===== config.mk =====
export PLATFORM = sky130hd
export DESIGN_NAME = aih_handler
export DESIGN_NICKNAME = d
export VERILOG_FILES = /design/src/rtl/aih_pkg.sv /design/src/rtl/aih_sum.sv /design/src/rtl/aih_body.sv /design/src/rtl/aih_handler.sv
export SDC_FILE = /design/constraint.sdc
export NUM_CORES = 1
export LEC_CHECK = 0
export ABC_AREA = 0
export BUFFER_PORTS_ARGS = -buffer_cell sky130_fd_sc_hd__buf_2
export CAP_MARGIN = 20
export CORE_ASPECT_RATIO = 2
export CORE_MARGIN = 2
export CORE_UTILIZATION = 25
export DETAILED_ROUTE_END_ITERATION = 10
export HOLD_SLACK_MARGIN = 0.15
export SETUP_SLACK_MARGIN = 0.3
export SYNTH_ARGS = -nofsm -noshare
export SYNTH_HDL_FRONTEND = slang
export SYNTH_SLANG_ARGS = --single-unit

===== constraint.sdc =====
create_clock -name clk -period 10.89 [get_ports clk]
set_input_delay 1.089 -clock clk [delete_from_list [all_inputs] [get_ports clk]]
set_output_delay 1.089 -clock clk [all_outputs]
set_load 0.01 [all_outputs]

===== src/rtl/aih_pkg.sv =====
package aih_pkg;

  // ---------------------------------------------------------------
  // framing bytes and codes
  // ---------------------------------------------------------------
  localparam logic [7:0]  COMMAND_START_BYTE = 8'h01;
  localparam logic [7:0]  DATA_START_BYTE    = 8'h81;
  localparam logic [7:0]  PACKET_END_BYTE    = 8'h03;
  localparam logic [7:0]  CMD_AREA_INFO      = 8'h3b;
  localparam logic [7:0]  RESP_ERR_CODE      = 8'hbb;
  localparam logic [7:0]  LENGTH_HIGH_BYTE   = 8'h00;
  localparam logic [7:0]  LEN_INFO_LOW       = 8'h1a;
  localparam logic [7:0]  LEN_ERR_LOW        = 8'h0a;
  localparam logic [15:0] CMD_AREA_LEN       = 16'h0002;
  localparam logic [15:0] LEN_FMT_MAX        = 16'h0400;
  localparam logic [7:0]  ERR_FILL_BYTE      = 8'hff;

  // ---------------------------------------------------------------
  // status codes
  // ---------------------------------------------------------------
  localparam logic [7:0]  STS_PACKET_ERR     = 8'hc1;
  localparam logic [7:0]  STS_CHECKSUM_ERR   = 8'hc2;
  localparam logic [7:0]  STS_ACCEPT_ERR     = 8'hc3;
  localparam logic [7:0]  STS_PARAM_ERR      = 8'hc4;

  // ---------------------------------------------------------------
  // area type codes for the upper nibble of area_kind
  // ---------------------------------------------------------------
  localparam logic [3:0]  AREA_USER          = 4'h0;
  localparam logic [3:0]  AREA_DATA          = 4'h1;
  localparam logic [3:0]  AREA_CONFIG        = 4'h2;
  localparam logic [3:0]  AREA_EEP_CONFIG    = 4'h3;
  localparam logic [3:0]  AREA_EXT_FLASH     = 4'h4;

  // ---------------------------------------------------------------
  // reply byte positions and reset values
  // ---------------------------------------------------------------
  localparam logic [7:0]  POS_LNH            = 8'h01;
  localparam logic [7:0]  POS_LNL            = 8'h02;
  localparam logic [7:0]  POS_BODY           = 8'h03;
  localparam logic [7:0]  POS_SUM_OFS        = 8'h03;
  localparam logic [7:0]  POS_END_OFS        = 8'h04;
  localparam logic [7:0]  RST_BYTE           = 8'h00;
  localparam logic [15:0] RST_LEN            = 16'h0000;

  typedef enum logic [2:0] {
    AIH_WAIT,
    AIH_LNH,
    AIH_LNL,
    AIH_BODY,
    AIH_SUM,
    AIH_END,
    AIH_SEND
  } aih_state_t;

endpackage


===== src/rtl/aih_sum.sv =====
`timescale 1ns/10ps
module aih_sum
  import aih_pkg::*;
(
  input  wire logic       clk,   // clock
  input  wire logic       rst_n, // sync reset, low
  input  wire logic       clear, // restart the sum
  input  wire logic       add,   // add data this cycle
  input  wire logic [7:0] data,  // byte to add
  output logic      [7:0] sum    // 8-bit running sum
);

  typedef struct packed {
    logic [7:0] sum;
  } aih_sum_st_t;

  aih_sum_st_t s;
  aih_sum_st_t next_s;

  always_comb begin
    next_s = s;
    if (clear) begin
      next_s.sum = add ? data : RST_BYTE;
    end else if (add) begin
      next_s.sum = s.sum + data;
    end
  end

  always_ff @(posedge clk) begin
    if (!rst_n) begin
      s.sum <= RST_BYTE;
    end else begin
      s <= next_s;
    end
  end

  assign sum = s.sum;

endmodule


===== src/rtl/aih_body.sv =====
`timescale 1ns/10ps
module aih_body
  import aih_pkg::*;
(
  input  wire logic            ok,        // reply carries area information
  input  wire logic [7:0]      sts,       // status code for an error reply
  input  wire logic [7:0]      kind,      // area_kind byte
  input  wire logic [5:0][31:0] words,    // start, end, erase, write, read, crc
  input  wire logic [4:0]      bidx,      // body byte index
  output logic      [7:0]      body_byte  // byte at bidx
);

  logic [4:0]  k;
  logic [31:0] w;
  logic [31:0] sh;

  always_comb begin
    k  = bidx - 5'd2;
    w  = words[k[4:2]];
    sh = w >> {~k[1:0], 3'b000};
    if (bidx == 5'd0) begin
      body_byte = ok ? CMD_AREA_INFO : RESP_ERR_CODE;
    end else if (bidx == 5'd1) begin
      body_byte = ok ? kind : sts;
    end else if (ok) begin
      body_byte = sh[7:0];
    end else begin
      body_byte = ERR_FILL_BYTE;
    end
  end

endmodule


===== src/rtl/aih_handler.sv =====
`timescale 1ns/10ps
module aih_handler
  import aih_pkg::*;
(
  input  wire logic        clk,                // 25 MHz clock
  input  wire logic        rst_n,              // sync reset, low
  input  wire logic        rx_valid,           // received byte strobe
  input  wire logic [7:0]  rx_data,            // received byte
  output logic             tx_valid,           // reply byte valid
  output logic      [7:0]  tx_data,            // reply byte
  input  wire logic        tx_ready,           // link takes tx_data
  input  wire logic [7:0]  area_count,         // accessible areas
  input  wire logic        enc_write_no_reset, // encrypted write not yet reset
  output logic      [7:0]  area_sel,           // index into area table
  input  wire logic [3:0]  area_type,          // type of selected area
  input  wire logic [3:0]  area_inst,          // instance of selected area
  input  wire logic [31:0] area_start_address, // first address
  input  wire logic [31:0] area_end_address,   // last address
  input  wire logic [31:0] erase_unit,         // erase alignment
  input  wire logic [31:0] write_unit,         // write alignment
  input  wire logic [31:0] read_unit,          // read alignment
  input  wire logic [31:0] crc_unit,           // crc alignment
  output logic             busy                // reply in progress
);

  // ---------------------------------------------------------------
  // state
  // ---------------------------------------------------------------
  typedef struct packed {
    aih_state_t      state;
    logic [15:0]     len;
    logic [15:0]     cnt;
    logic [7:0]      cmd;
    logic [7:0]      num;
    logic            ok;
    logic [7:0]      sts;
    logic [7:0]      kind;
    logic [5:0][31:0] words;
    logic [7:0]      idx;
    logic [7:0]      length_low_byte;
    logic            tx_valid;
    logic [7:0]      tx_data;
  } aih_st_t;

  aih_st_t s;
  aih_st_t next_s;

  logic       rx_clear;
  logic       rx_add;
  logic [7:0] rx_sum;
  logic       tx_clear;
  logic       tx_add;
  logic [7:0] tx_sum;
  logic [7:0] nidx;
  logic [7:0] nbyte;
  logic [7:0] body_byte;
  logic [4:0] bidx;
  logic       own;
  logic       load;
  logic       end_bad;
  logic       sum_bad;
  logic       fmt_bad;
  logic       len_bad;
  logic       num_bad;
  logic       enc_bad;

  // ---------------------------------------------------------------
  // checksums and body bytes
  // ---------------------------------------------------------------
  aih_sum u_rx_sum (
    .clk   (clk),
    .rst_n (rst_n),
    .clear (rx_clear),
    .add   (rx_add),
    .data  (rx_data),
    .sum   (rx_sum)
  );

  aih_sum u_tx_sum (
    .clk   (clk),
    .rst_n (rst_n),
    .clear (tx_clear),
    .add   (tx_add),
    .data  (nbyte),
    .sum   (tx_sum)
  );

  assign bidx = 5'(nidx - POS_BODY);

  aih_body u_body (
    .ok        (s.ok),
    .sts       (s.sts),
    .kind      (s.kind),
    .words     (s.words),
    .bidx      (bidx),
    .body_byte (body_byte)
  );

  // ---------------------------------------------------------------
  // error conditions, highest priority first
  // ---------------------------------------------------------------
  assign end_bad = (rx_data != PACKET_END_BYTE);
  assign sum_bad = (rx_sum != RST_BYTE);
  assign fmt_bad = (s.len == RST_LEN) || (s.len > LEN_FMT_MAX);
  assign len_bad = (s.len != CMD_AREA_LEN);
  assign num_bad = (s.num >= area_count);
  assign enc_bad = enc_write_no_reset;

  // only this command and a zero length, which carries no command, are answered
  assign own = (s.len == RST_LEN) || (s.cmd == CMD_AREA_INFO);

  // ---------------------------------------------------------------
  // next reply byte
  // ---------------------------------------------------------------
  always_comb begin
    // index of the byte to load next; a reply opens at zero
    nidx = (s.state == AIH_SEND) ? s.idx + 8'd1 : RST_BYTE;
    if (nidx == RST_BYTE) begin
      nbyte = DATA_START_BYTE;
    end else if (nidx == POS_LNH) begin
      nbyte = LENGTH_HIGH_BYTE;
    end else if (nidx == POS_LNL) begin
      nbyte = s.length_low_byte;
    end else if (nidx < s.length_low_byte + POS_SUM_OFS) begin
      nbyte = body_byte;
    end else if (nidx == s.length_low_byte + POS_SUM_OFS) begin
      nbyte = RST_BYTE - tx_sum;
    end else begin
      nbyte = PACKET_END_BYTE;
    end
  end

  // ---------------------------------------------------------------
  // receive, check and reply
  // ---------------------------------------------------------------
  always_comb begin
    next_s   = s;
    rx_clear = 1'b0;
    rx_add   = 1'b0;
    tx_clear = 1'b0;
    load     = 1'b0;
    case (s.state)
      AIH_WAIT: begin
        if (rx_valid && rx_data == COMMAND_START_BYTE) begin
          rx_clear     = 1'b1;
          next_s.cmd   = RST_BYTE;
          next_s.num   = RST_BYTE;
          next_s.cnt   = RST_LEN;
          next_s.state = AIH_LNH;
        end
      end
      AIH_LNH: begin
        if (rx_valid) begin
          rx_add       = 1'b1;
          next_s.len   = {rx_data, RST_BYTE};
          next_s.state = AIH_LNL;
        end
      end
      AIH_LNL: begin
        if (rx_valid) begin
          rx_add       = 1'b1;
          // a zero length has no body: the checksum byte comes next
          next_s.len   = {s.len[15:8], rx_data};
          next_s.state = ({s.len[15:8], rx_data} == RST_LEN) ? AIH_SUM : AIH_BODY;
        end
      end
      AIH_BODY: begin
        if (rx_valid) begin
          rx_add     = 1'b1;
          next_s.cnt = s.cnt + 16'd1;
          // body byte 0 is the command, byte 1 the area index
          if (s.cnt == RST_LEN) begin
            next_s.cmd = rx_data;
          end
          if (s.cnt == 16'd1) begin
            next_s.num = rx_data;
          end
          if (s.cnt + 16'd1 == s.len) begin
            next_s.state = AIH_SUM;
          end
        end
      end
      AIH_SUM: begin
        if (rx_valid) begin
          rx_add       = 1'b1;
          next_s.state = AIH_END;
        end
      end
      AIH_END: begin
        if (rx_valid) begin
          next_s.ok  = 1'b0;
          next_s.length_low_byte = LEN_ERR_LOW;
          if (end_bad) begin
            next_s.sts = STS_PACKET_ERR;
          end else if (sum_bad) begin
            next_s.sts = STS_CHECKSUM_ERR;
          end else if (fmt_bad) begin
            next_s.sts = STS_PACKET_ERR;
          end else if (len_bad) begin
            next_s.sts = STS_PACKET_ERR;
          end else if (num_bad) begin
            next_s.sts = STS_PARAM_ERR;
          end else if (enc_bad) begin
            next_s.sts = STS_ACCEPT_ERR;
          end else begin
            next_s.ok  = 1'b1;
            next_s.sts = RST_BYTE;
            next_s.length_low_byte = LEN_INFO_LOW;
          end
          // table values are taken with the end byte; area_sel held since the index
          next_s.kind  = {area_type, area_inst};
          next_s.words = {crc_unit,
                          read_unit,
                          write_unit,
                          erase_unit,
                          area_end_address,
                          area_start_address};
          if (own) begin
            tx_clear     = 1'b1;
            load         = 1'b1;
            next_s.state = AIH_SEND;
          end else begin
            next_s.state = AIH_WAIT;
          end
        end
      end
      AIH_SEND: begin
        // received bytes are dropped while the reply runs
        if (s.tx_valid && tx_ready) begin
          if (s.idx == s.length_low_byte + POS_END_OFS) begin
            next_s.tx_valid = 1'b0;
            next_s.state    = AIH_WAIT;
          end else begin
            load = 1'b1;
          end
        end
      end
      default: begin
        next_s.state = AIH_WAIT;
      end
    endcase
    if (load) begin
      next_s.idx      = nidx;
      next_s.tx_data  = nbyte;
      next_s.tx_valid = 1'b1;
    end
    tx_add = load && (nidx >= POS_LNH) && (nidx < s.length_low_byte + POS_SUM_OFS);
  end

  always_ff @(posedge clk) begin
    if (!rst_n) begin
      s.state    <= AIH_WAIT;
      s.len      <= RST_LEN;
      s.cnt      <= RST_LEN;
      s.cmd      <= RST_BYTE;
      s.num      <= RST_BYTE;
      s.ok       <= 1'b0;
      s.sts      <= RST_BYTE;
      s.kind     <= RST_BYTE;
      s.words    <= '0;
      s.idx      <= RST_BYTE;
      s.length_low_byte      <= RST_BYTE;
      s.tx_valid <= 1'b0;
      s.tx_data  <= RST_BYTE;
    end else begin
      s <= next_s;
    end
  end

  // ---------------------------------------------------------------
  // outputs
  // ---------------------------------------------------------------
  assign tx_valid = s.tx_valid;
  assign tx_data  = s.tx_data;
  assign area_sel = s.num;
  assign busy     = (s.state == AIH_SEND);

endmodule


## Yosys cells after proc, flatten, opt, wreduce, memory -nomap -nowiden

Index checks and enable logic that the tools add are counted.

- Word-level logic and storage cells: 164
- Register bits after elaboration: 301

- Bitwise logic cells: 2
- Reductions and logical operators: 29
- Add/sub/neg operators: 9
- Multiplexer cells: 69
- $lt $le $gt $ge: 5
- Equal/unequal tests: 28
- Shift operators: 1

Operators by type and width:

| operator | number |
|---|---|
| 8-bit two-way mux | 25 |
| 32-bit binary-select mux with 3-bit select | 1 |
| 32-bit two-way mux | 3 |
| 32-bit case mux with 2 select lines | 1 |
| 16-bit zero test | 3 |
| 19-bit two-way mux | 2 |
| 16-bit case mux with 2 select lines | 1 |
| 32-bit by 5-bit right shift with 8-bit output | 1 |
| 5-bit two-way mux | 6 |
| 3-bit two-way mux | 9 |
| 3-bit case mux with 7 select lines | 1 |
| 1-bit two-way mux | 18 |
| 2-bit != test (second input constant) | 9 |
| 16-bit by 1-bit adder with 16-bit output (second input constant) | 1 |
| 8-bit adder | 2 |
| 16-bit by 1-bit equality test with 1-bit output (second input constant) | 1 |
| 16-bit equality test | 1 |
| 8-bit by 1-bit equality test with 1-bit output (second input constant) | 2 |
| 8-bit equality test | 2 |
| 16-bit by 11-bit > comparator with 1-bit output (second input constant) | 1 |
| 16-bit by 2-bit != test with 1-bit output (second input constant) | 1 |
| 2-bit nonzero test | 7 |
| 3-bit AND reduction | 4 |
| 5-bit by 2-bit subtractor with 5-bit output (second input constant) | 2 |
| 30 further kinds | 39 |

## Longest topological paths before layout

Gate-level depths: netlist of the first run.

- Word-level depth: 17
- Depth in mapped cells: 33
- Gate-level depth less buffers: 28

## Modules after synthesis

Synthesis of the first run repeated with hierarchy kept, for this count alone.

- Cell total of the unflattened synthesis: 1899
- Area, all modules: 15198.3 sq um

By module, submodules not included:

| module | area an instance (sq um) | cells each | instances | sequential area each (sq um) |
|---|---|---|---|---|
| aih_handler | 11696.2 | 1487 | 1 | 5485.3 |
| aih_body | 2060.7 | 230 | 1 | 0.0 |
| aih_sum | 720.7 | 91 | 2 | 160.2 |

## Worst setup path after synthesis of the first run

Ideal clock, no wire load.

- Path type: register to register
- Start point: register s[284] in the netlist's numbering
- End point: register u_tx_sum.sum[7] (netlist name)
- Library setup time: 0.074 ns
- Setup slack: 4.983 ns
- Stages on the path, launching flop included: 31
- Data required time: 10.816 ns
- Data arrival time: 5.832 ns
- Path buffers: 7
- Cell sequence: dfxtp_1 nand3b_4 clkinv_2 nand2b_1 buf_6 clkinv_8 buf_4 buf_4 buf_2 ha_1 inv_1 xnor2_1 ha_1 clkbuf_1 clkbuf_1 clkbuf_1 mux4_2 mux4_2 nand2_1 nand2_1 nand2_1 inv_1 ha_1 a21o_1 a21oi_1 o21bai_1 a21oi_1 o21ai_0 or3_1 a21o_1 a31oi_1

- Word-level cells in the longest chain between the ends: 17

RTL lines:

| what | line | RTL |
|---|---|---|
| from (decl) | aih_handler.sv:45 | `aih_st_t s;` |
| from (signal assigned) | aih_handler.sv:266 | `s <= next_s;` |
| 3-bit equality test (*) | aih_handler.sv:117 | `nidx = (s.state == AIH_SEND) ? s.idx + 8'd1 : RST_BYTE;` |
| 8-bit two-way mux (*) | aih_handler.sv:117 |  |
| via nidx[0] | aih_handler.sv:54 | `logic [7:0] nidx;` |
| 5-bit by 2-bit subtractor with 5-bit output | aih_handler.sv:88 | `assign bidx = 5'(nidx - POS_BODY);` |
| 5-bit by 2-bit subtractor with 5-bit output | aih_body.sv:18 | `k = bidx - 5'd2;` |
| 32-bit binary-select mux with 3-bit select | aih_body.sv:19 | `w = words[k[4:2]];` |
| 32-bit two-way mux (not written as such) | aih_body.sv:19 |  |
| 32-bit by 5-bit right shift with 8-bit output | aih_body.sv:20 | `sh = w >> {~k[1:0], 3'b000};` |
| [3 not listed] | n/a |  |
| 8-bit two-way mux | aih_handler.sv:124 | `end else if (nidx < s.length_low_byte + POS_SUM_OFS) begin` |
| 8-bit two-way mux | aih_handler.sv:122 | `end else if (nidx == POS_LNL) begin` |
| 8-bit two-way mux | aih_handler.sv:120 | `end else if (nidx == POS_LNH) begin` |
| 8-bit two-way mux (*) | aih_handler.sv:118 | `if (nidx == RST_BYTE) begin` |
| via nbyte[1] | aih_handler.sv:55 | `logic [7:0] nbyte;` |
| 8-bit adder (*) | aih_sum.sv:25 | `next_s.sum = s.sum + data;` |
| 8-bit two-way mux (*) | aih_sum.sv:24 | `end else if (add) begin` |
| 8-bit two-way mux (*) | aih_sum.sv:22 | `if (clear) begin` |

The timed path passes the listed nets; every way through them passes the cells marked *. The select of a mux whose other input is x is not followed.
A chain may end at the register's enable or synchronous reset.

## Final worst setup path of the first run

- Start point: register s[282] in the netlist's numbering
- End point: register u_tx_sum.sum[6] (netlist name)

- Word-level cells in the longest chain between the ends: 17

RTL lines:

| what | line | RTL |
|---|---|---|
| 3-bit equality test (*) | aih_handler.sv:117 |  |
| 8-bit two-way mux (*) | aih_handler.sv:117 |  |
| 5-bit by 2-bit subtractor with 5-bit output | aih_handler.sv:88 |  |
| 5-bit by 2-bit subtractor with 5-bit output | aih_body.sv:18 |  |
| 32-bit binary-select mux with 3-bit select | aih_body.sv:19 |  |
| 32-bit two-way mux (not written as such) | aih_body.sv:19 |  |
| 32-bit by 5-bit right shift with 8-bit output | aih_body.sv:20 |  |
| 8-bit two-way mux | aih_body.sv:25 | `end else if (ok) begin` |
| [2 not listed] | n/a |  |
| 8-bit two-way mux | aih_handler.sv:124 |  |
| 8-bit two-way mux | aih_handler.sv:122 |  |
| 8-bit two-way mux | aih_handler.sv:120 |  |
| 8-bit two-way mux (*) | aih_handler.sv:118 |  |
| via nbyte[0] | aih_handler.sv:55 |  |
| 8-bit adder (*) | aih_sum.sv:25 |  |
| 8-bit two-way mux (*) | aih_sum.sv:24 |  |
| 8-bit two-way mux (*) | aih_sum.sv:22 |  |

Marks and branches as above.

==> results.cfg, run 1 <==
[setup_path]
crit_fanout = 55
regToRegEndpoint = u_tx_sum.sum[6]
arrival_ns = 8.25
worstSetupPathType = flip-flop to flip-flop
r2r_start = s[282]
critPathLaunchType = flip-flop
reg2reg_slack_ns = 3.13
crit_required_ns = 11.38
cp-end-kind = flip-flop
reg2reg_depth = 27

[clock_tree]
postCtsSetupRepairBufs = 0
cts-root-buf = clkbuf_16
cts_buffer_depth = 3
cts_tree = done
htreeDepth = 1
cts_buffers = 29
clk_pin_slew_ns = 0.07
postCtsResizedCells = 0
clock_latency_ns = 0.58
clock-sinks = 290
hold_buffers = 0

[sta]
fmax_ghz = 0.129
slew_headroom_pct = 26.0
fin_crit_sh_pct = 71.2
finalHoldViolations = 0
min_period_ns = 7.76
finalSetupViolCount = 0
fin_skew_ns = 0.0250
slew_viol_final = 0
fin_setup_tns_ns = 0
worst_pin_slew_ns = 1.11
rsz0062_at_grt = false

[logic_synthesis]
synthCells = 1856
synth_area_um2 = 14900
synth_warnings = 0
synth-async-reset-ratio_pct = 0
ys_ff_latch = 290
synthesis.nets = 2115
synth_cell_types = 77
ys_seq_area_share_pct = 38.9
synth-edff-count = 0
syn_area_per_cell_um2 = 8.04
dominantRegCellSynth = dfxtp_1

[worst_hold_path]
min_to = s[111]
hold_class = flip-flop to flip-flop
hold_depth = 2
worstHoldStart = s[111]

[die]
start_util_pct = 25.3
die_w_um = 177
coreArea_um2 = 59000
rows = 126
die_h_um = 350
ios = 239
die_area_um2 = 61800

[power]
total_power_mw = 2.48
leakagePower_nw = 6.44
p_per_area_nw_per_um2 = 141
ir_drop_v = 0.0000994

[drt]
ant_nets = 0
post_drt_wl_per_cell_um = 18.7
via_per_inst = 5.02
vias = 13975
drtIter0Drc = 944
drc = 0
wl_mm = 52.2
dr.pass1.iters = 6

[global_routing]
grt_overflow = 0
grt_pass1_wl_mm = 78.8
grt_max_degree = 193
track_usage_pct = 16.4
antenna_found_initial = 3
grt_pass1_vias = 13714

[finish]
nets = 2254
drive_gt1_share_pct = 19.0
final_common_cell = nand2_1
mostFrequentLayoutCells = nand2_1, dfxtp_1, a21oi_1
diodes = 0
areaGrowthSynthToFinish_pct = 18.2

[place]
portBuffers = 238
hpwl_mm = 40.3
globalplace.congestion = 0.904

[run_status]
outcome = completed

[run]
drv_cap = 0
## cell families (layout without fill, tap and decap cells)
logic type,Yosys count,in the layout,synth area share (%)
AND/OR/NAND/NOR,761,761,21.8
AO/OA/AOI/OAI,445,445,17.5
flip-flops,290,290,38.9
buffers and inverters,179,341,5.16
multiplexers,91,91,10.3
XOR/XNOR,52,52,3.10
adder cells (fa/ha/maj),38,38,3.29
## per-stage QoR
| stage | hold slack (ns) | worst slack [ns] | util [%] | cells | instance area (um2) |
|---|---|---|---|---|---|
| after global placement | 0.442 | 3.42 | 28.1 | 2730 | 16600 |
| after global routing | 0.467 | 2.48 | 29.9 | 2786 | 17600 |
| after detailed placement | 0.445 | 3.20 | 28.1 | 2730 | 16600 |
| final | 0.453 | 3.13 | 29.9 | 2786 | 17600 |
| after floorplan | 0.433 | 4.98 | - | 1856 | 14900 |
| after CTS | 0.454 | 3.13 | 29.9 | 2784 | 17600 |
## critical path: stages, from the launching register on
cell and delay (ns):
dfxtp_1 0.73, nand3b_4 0.39, clkinv_2 0.28, nand2b_1 0.46, clkinv_8 0.41, ha_1 0.79, ha_2 0.59, clkinv_1 0.33
and3_1 0.26, a221oi_1 0.25, buf_4 0.26, o221ai_1 0.13, a211oi_1 0.30, a21oi_1 0.06, o2111ai_1 0.35, and2_1 0.23
ha_1 0.26, inv_1 0.08, fa_1 0.39, nor2b_1 0.15, o21ai_0 0.10, nand2b_1 0.12, a21o_1 0.14, a21oi_1 0.08
xor2_1 0.15, o31ai_1 0.20, a21oi_1 0.07, nor2_1 0.09
## per-layer routing
layer	global-route usage [%]	vias to the layer above	part of all wire (%)
li1	-	6719	-
met1	17.8	6621	37
met2	30.6	520	52
met3	1.86	113	4.8
met4	8.75	2	5.6
met5	0	-	0.025
## where the power goes
part	internal (mW)	leakage (nW)	switching (mW)
clock network	0.651	0.523	0.450
logic	0.110	3.58	0.154
registers	1.08	2.34	0.0330
total	1.84	6.44	0.637
## worst max-delay path by stage
| stage | startpoint | to | cells past startpoint |
|---|---|---|---|
| 2_1_floorplan | s[284] | u_tx_sum.sum[7] | 30 |
| 3_3_place_gp | s[282] | u_tx_sum.sum[7] | 21 |
| 4_1_cts | s[282] | u_tx_sum.sum[6] | 27 |
| 3_5_place_dp | s[282] | u_tx_sum.sum[6] | 27 |
| 6_report | s[282] | u_tx_sum.sum[6] | 27 |
| 5_1_grt | s[282] | u_tx_sum.sum[6] | 27 |
## flip-flops by register name, indices dropped and copies added, names as in the netlist
signal / cells
u_rx_sum.sum: 8
tx_valid: 1
s: 257
u_tx_sum.sum: 8
tx_data: 8
area_sel: 8
## Yosys cell counts, types with 8 or more instances
| master | instances | area (um2) |
|---|---|---|
| a31oi_1 | 16 | 100 |
| clkbuf_1 | 116 | 435 |
| buf_2 | 8 | 40.0 |
| nor2b_1 | 8 | 50.1 |
| xor2_1 | 17 | 149 |
| or3_1 | 10 | 62.6 |
| a211oi_1 | 10 | 75.1 |
| mux4_2 | 48 | 1080 |
| nand2_1 | 497 | 1870 |
| nand3_1 | 30 | 150 |
| a21oi_1 | 275 | 1380 |
| buf_4 | 18 | 135 |
| mux2i_1 | 29 | 290 |
| a21o_1 | 17 | 128 |
| and3_1 | 21 | 131 |
| ha_1 | 36 | 450 |
| nand4_1 | 15 | 93.8 |
| a22oi_1 | 12 | 90.1 |
| nand2b_1 | 9 | 56.3 |
| inv_1 | 33 | 124 |
| nor4_1 | 12 | 75.1 |
| and2_1 | 9 | 56.3 |
| dfxtp_1 | 290 | 5810 |
| mux2_2 | 12 | 135 |
| o21ai_0 | 45 | 225 |
| nor2_1 | 99 | 372 |
| nor3_1 | 24 | 120 |
| xnor2_1 | 34 | 298 |
## final cells by class
type	count	area, um2
clock buffer	37	816
clock inverter	17	233
fill	6411	41300
inverter	36	156
multi-input combinational	1387	8360
sequential	290	5810
tap	768	961
timing repair buffer	251	1310
(Power assumes the default switching activity.)
==> run 2: changes to the inputs <==
Clock period 10.89 ns to 7 ns, I/O delays scaled along.
==> run 2 against run 1 <==
  * Clock skew is 0.0042 ns lower
  * Wire length fell by 1.0%
  * Cell count is 0.29% higher
  * Combinational power is 63% higher
  * Die area stayed put
  * Sequential share of layout area fell by 0.070 points
  * Critical path depth fell by 1
  * Largest cell class unchanged
  * Largest power group unchanged
  * Highest routed layer is now met4
==> results.cfg, run 2 (synthesized netlist as in run 1, its figures left out) <==
[setup_path]
reg2reg_depth = 26
crit_required_ns = 7.48
startpoint = s[282]
arrival_ns = 6.69
cp_slowest_stage_delay_ns = 0.50
r2r_start = s[282]
worstSetupPathType = flip-flop to flip-flop
critPathCapture = u_tx_sum.sum[7]
reg2reg_slack_ns = 0.79
regToRegEndpoint = u_tx_sum.sum[7]
cp-end-kind = flip-flop
critPathLaunchType = flip-flop
worst_path_max_delay_cell = mux4_2
crit_fanout = 22

[clock_tree]
hold_buffers = 0
cts_tree = done
postCtsSetupRepairBufs = 0
clock_latency_ns = 0.58
htreeDepth = 1
clock-sinks = 290
cts-root-buf = clkbuf_16
cts_buffers = 28
clk_pin_slew_ns = 0.07
cts_buffer_depth = 3

[global_routing]
grt_max_degree = 183
track_usage_pct = 16.3
top_usage_layer = met2
grt_pass1_wl_mm = 78.5
grt_pass1_vias = 13698
grt_util_met1_pct = 18.4
antenna_found_initial = 3
use_met3_pct = 1.75
use_met2_pct = 30.3
grt_overflow = 0

[place]
place_ws_ns = 0.787
hpwl_mm = 39.5
globalplace.congestion = 0.946
portBuffers = 238

[sta]
worst_pin_slew_ns = 1.07
fin_crit_sh_pct = 88.8
setup_ws_ns = 0.786
fin_skew_ns = 0.0207
finalHoldViolations = 0
fmax_ghz = 0.161
slew_viol_final = 0
min_period_ns = 6.21
slew_headroom_pct = 28.6
rsz0062_at_grt = false
fin_setup_tns_ns = 0
finalSetupViolCount = 0

[drt]
drc = 0
post_drt_wl_per_cell_um = 18.5
ant_nets = 0
dr.pass1.iters = 7
via_per_inst = 5.00
drtIter0Drc = 917
wl_mm = 51.7
vias = 13983

[power]
ir_drop_v = 0.000171
p_per_area_nw_per_um2 = 216
leakagePower_nw = 6.46

[finish]
largest_reg_flops = 257
largest_register = s
nets = 2264
mostFrequentLayoutCells = nand2_1, dfxtp_1, a21oi_1
drive_gt1_share_pct = 19.4
final_common_cell = nand2_1
areaGrowthSynthToFinish_pct = 18.5

[die]
start_util_pct = 25.3
rows = 126
die_w_um = 177
ios = 239
coreArea_um2 = 59000
die_area_um2 = 61800
die_h_um = 350

[worst_hold_path]
hold_class = input pin to flip-flop

[run_status]
outcome = completed

[run]
drv_cap = 0
==> run 2: cell count changes in the layout (fill, tap and decap cells not counted) <==
cell and delta:
clkinv_4 +1, bufinv_16 -1, clkinv_2 -2, buf_4 +11, clkinvlp_4 +1, diode_2 +1, clkbuf_1 -1, nand2b_1 -1
clkbuf_8 -1, inv_6 -1, nand2b_2 +1
==> run 2: cell type report <==
cell class / instances / area [um2]
fill: 6345 / 41300
multi-input combinational: 1387 / 8360
sequential: 290 / 5810
timing repair buffer: 262 / 1390
tap: 768 / 961
clock buffer: 35 / 798
clock inverter: 15 / 200
inverter: 36 / 156
antenna: 1 / 2.50
==> run 2: worst min path at each step <==
stage | from | end | slack [ns] | cells after the start
floorplan | s[104] | s[104] | 0.43 | 2
global placement | s[204] | s[204] | 0.44 | 2
detailed placement | s[146] | s[146] | 0.44 | 2
CTS | write_unit[11] | s[132] | 0.33 | 3
global route | write_unit[11] | s[132] | 0.34 | 3
finish | write_unit[11] | s[132] | 0.35 | 3
==> run 2: what timing repair did <==
action | CTS | global route
endpoints found under the setup margin | 0 | 2
endpoints found under the hold margin | 0 | 0
resized for setup | 0 | 1
==> run 2: routing by layer <==
layer | vias up | part of all wire, %
met3 | 103 | 5.6
met1 | 6601 | 38
met2 | 569 | 52
li1 | 6710 | -
met4 | 0 | 4.5
met5 | - | 0
==> run 2: per-stage QoR <==
| stage | instances | hold slack, ns | util [%] | area (um2) | total power [mW] |
|---|---|---|---|---|---|
| final | 2794 | 0.353 | 30.0 | 17700 | 3.81 |
| after global routing | 2793 | 0.342 | 30.0 | 17700 | 3.96 |
| after CTS | 2791 | 0.330 | 29.9 | 17600 | 3.85 |
| after detailed placement | 2741 | 0.445 | 28.2 | 16600 | 2.18 |
| after global placement | 2741 | 0.443 | 28.2 | 16600 | 2.17 |
| after floorplan | 1856 | 0.433 | - | 14900 | 2.02 |
==> run 2: where the power goes <==
group	switching [mW]	internal, mW	leakage, nW
registers	0.0391	1.68	2.34
logic	0.256	0.175	3.64
clock network	0.703	0.960	0.493
total	0.998	2.82	6.46
==> run 2: critical path: cells and delay by family, from the launching register on <==
kind	cells	cell delay, ns
flip-flops	1	0.32
AO/OA/AOI/OAI	9	1.75
AND/OR/NAND/NOR	6	1.28
XOR/XNOR	1	0.40
multiplexers	2	0.59
adder cells (fa/ha/maj)	2	0.63
buffers and inverters	6	1.13
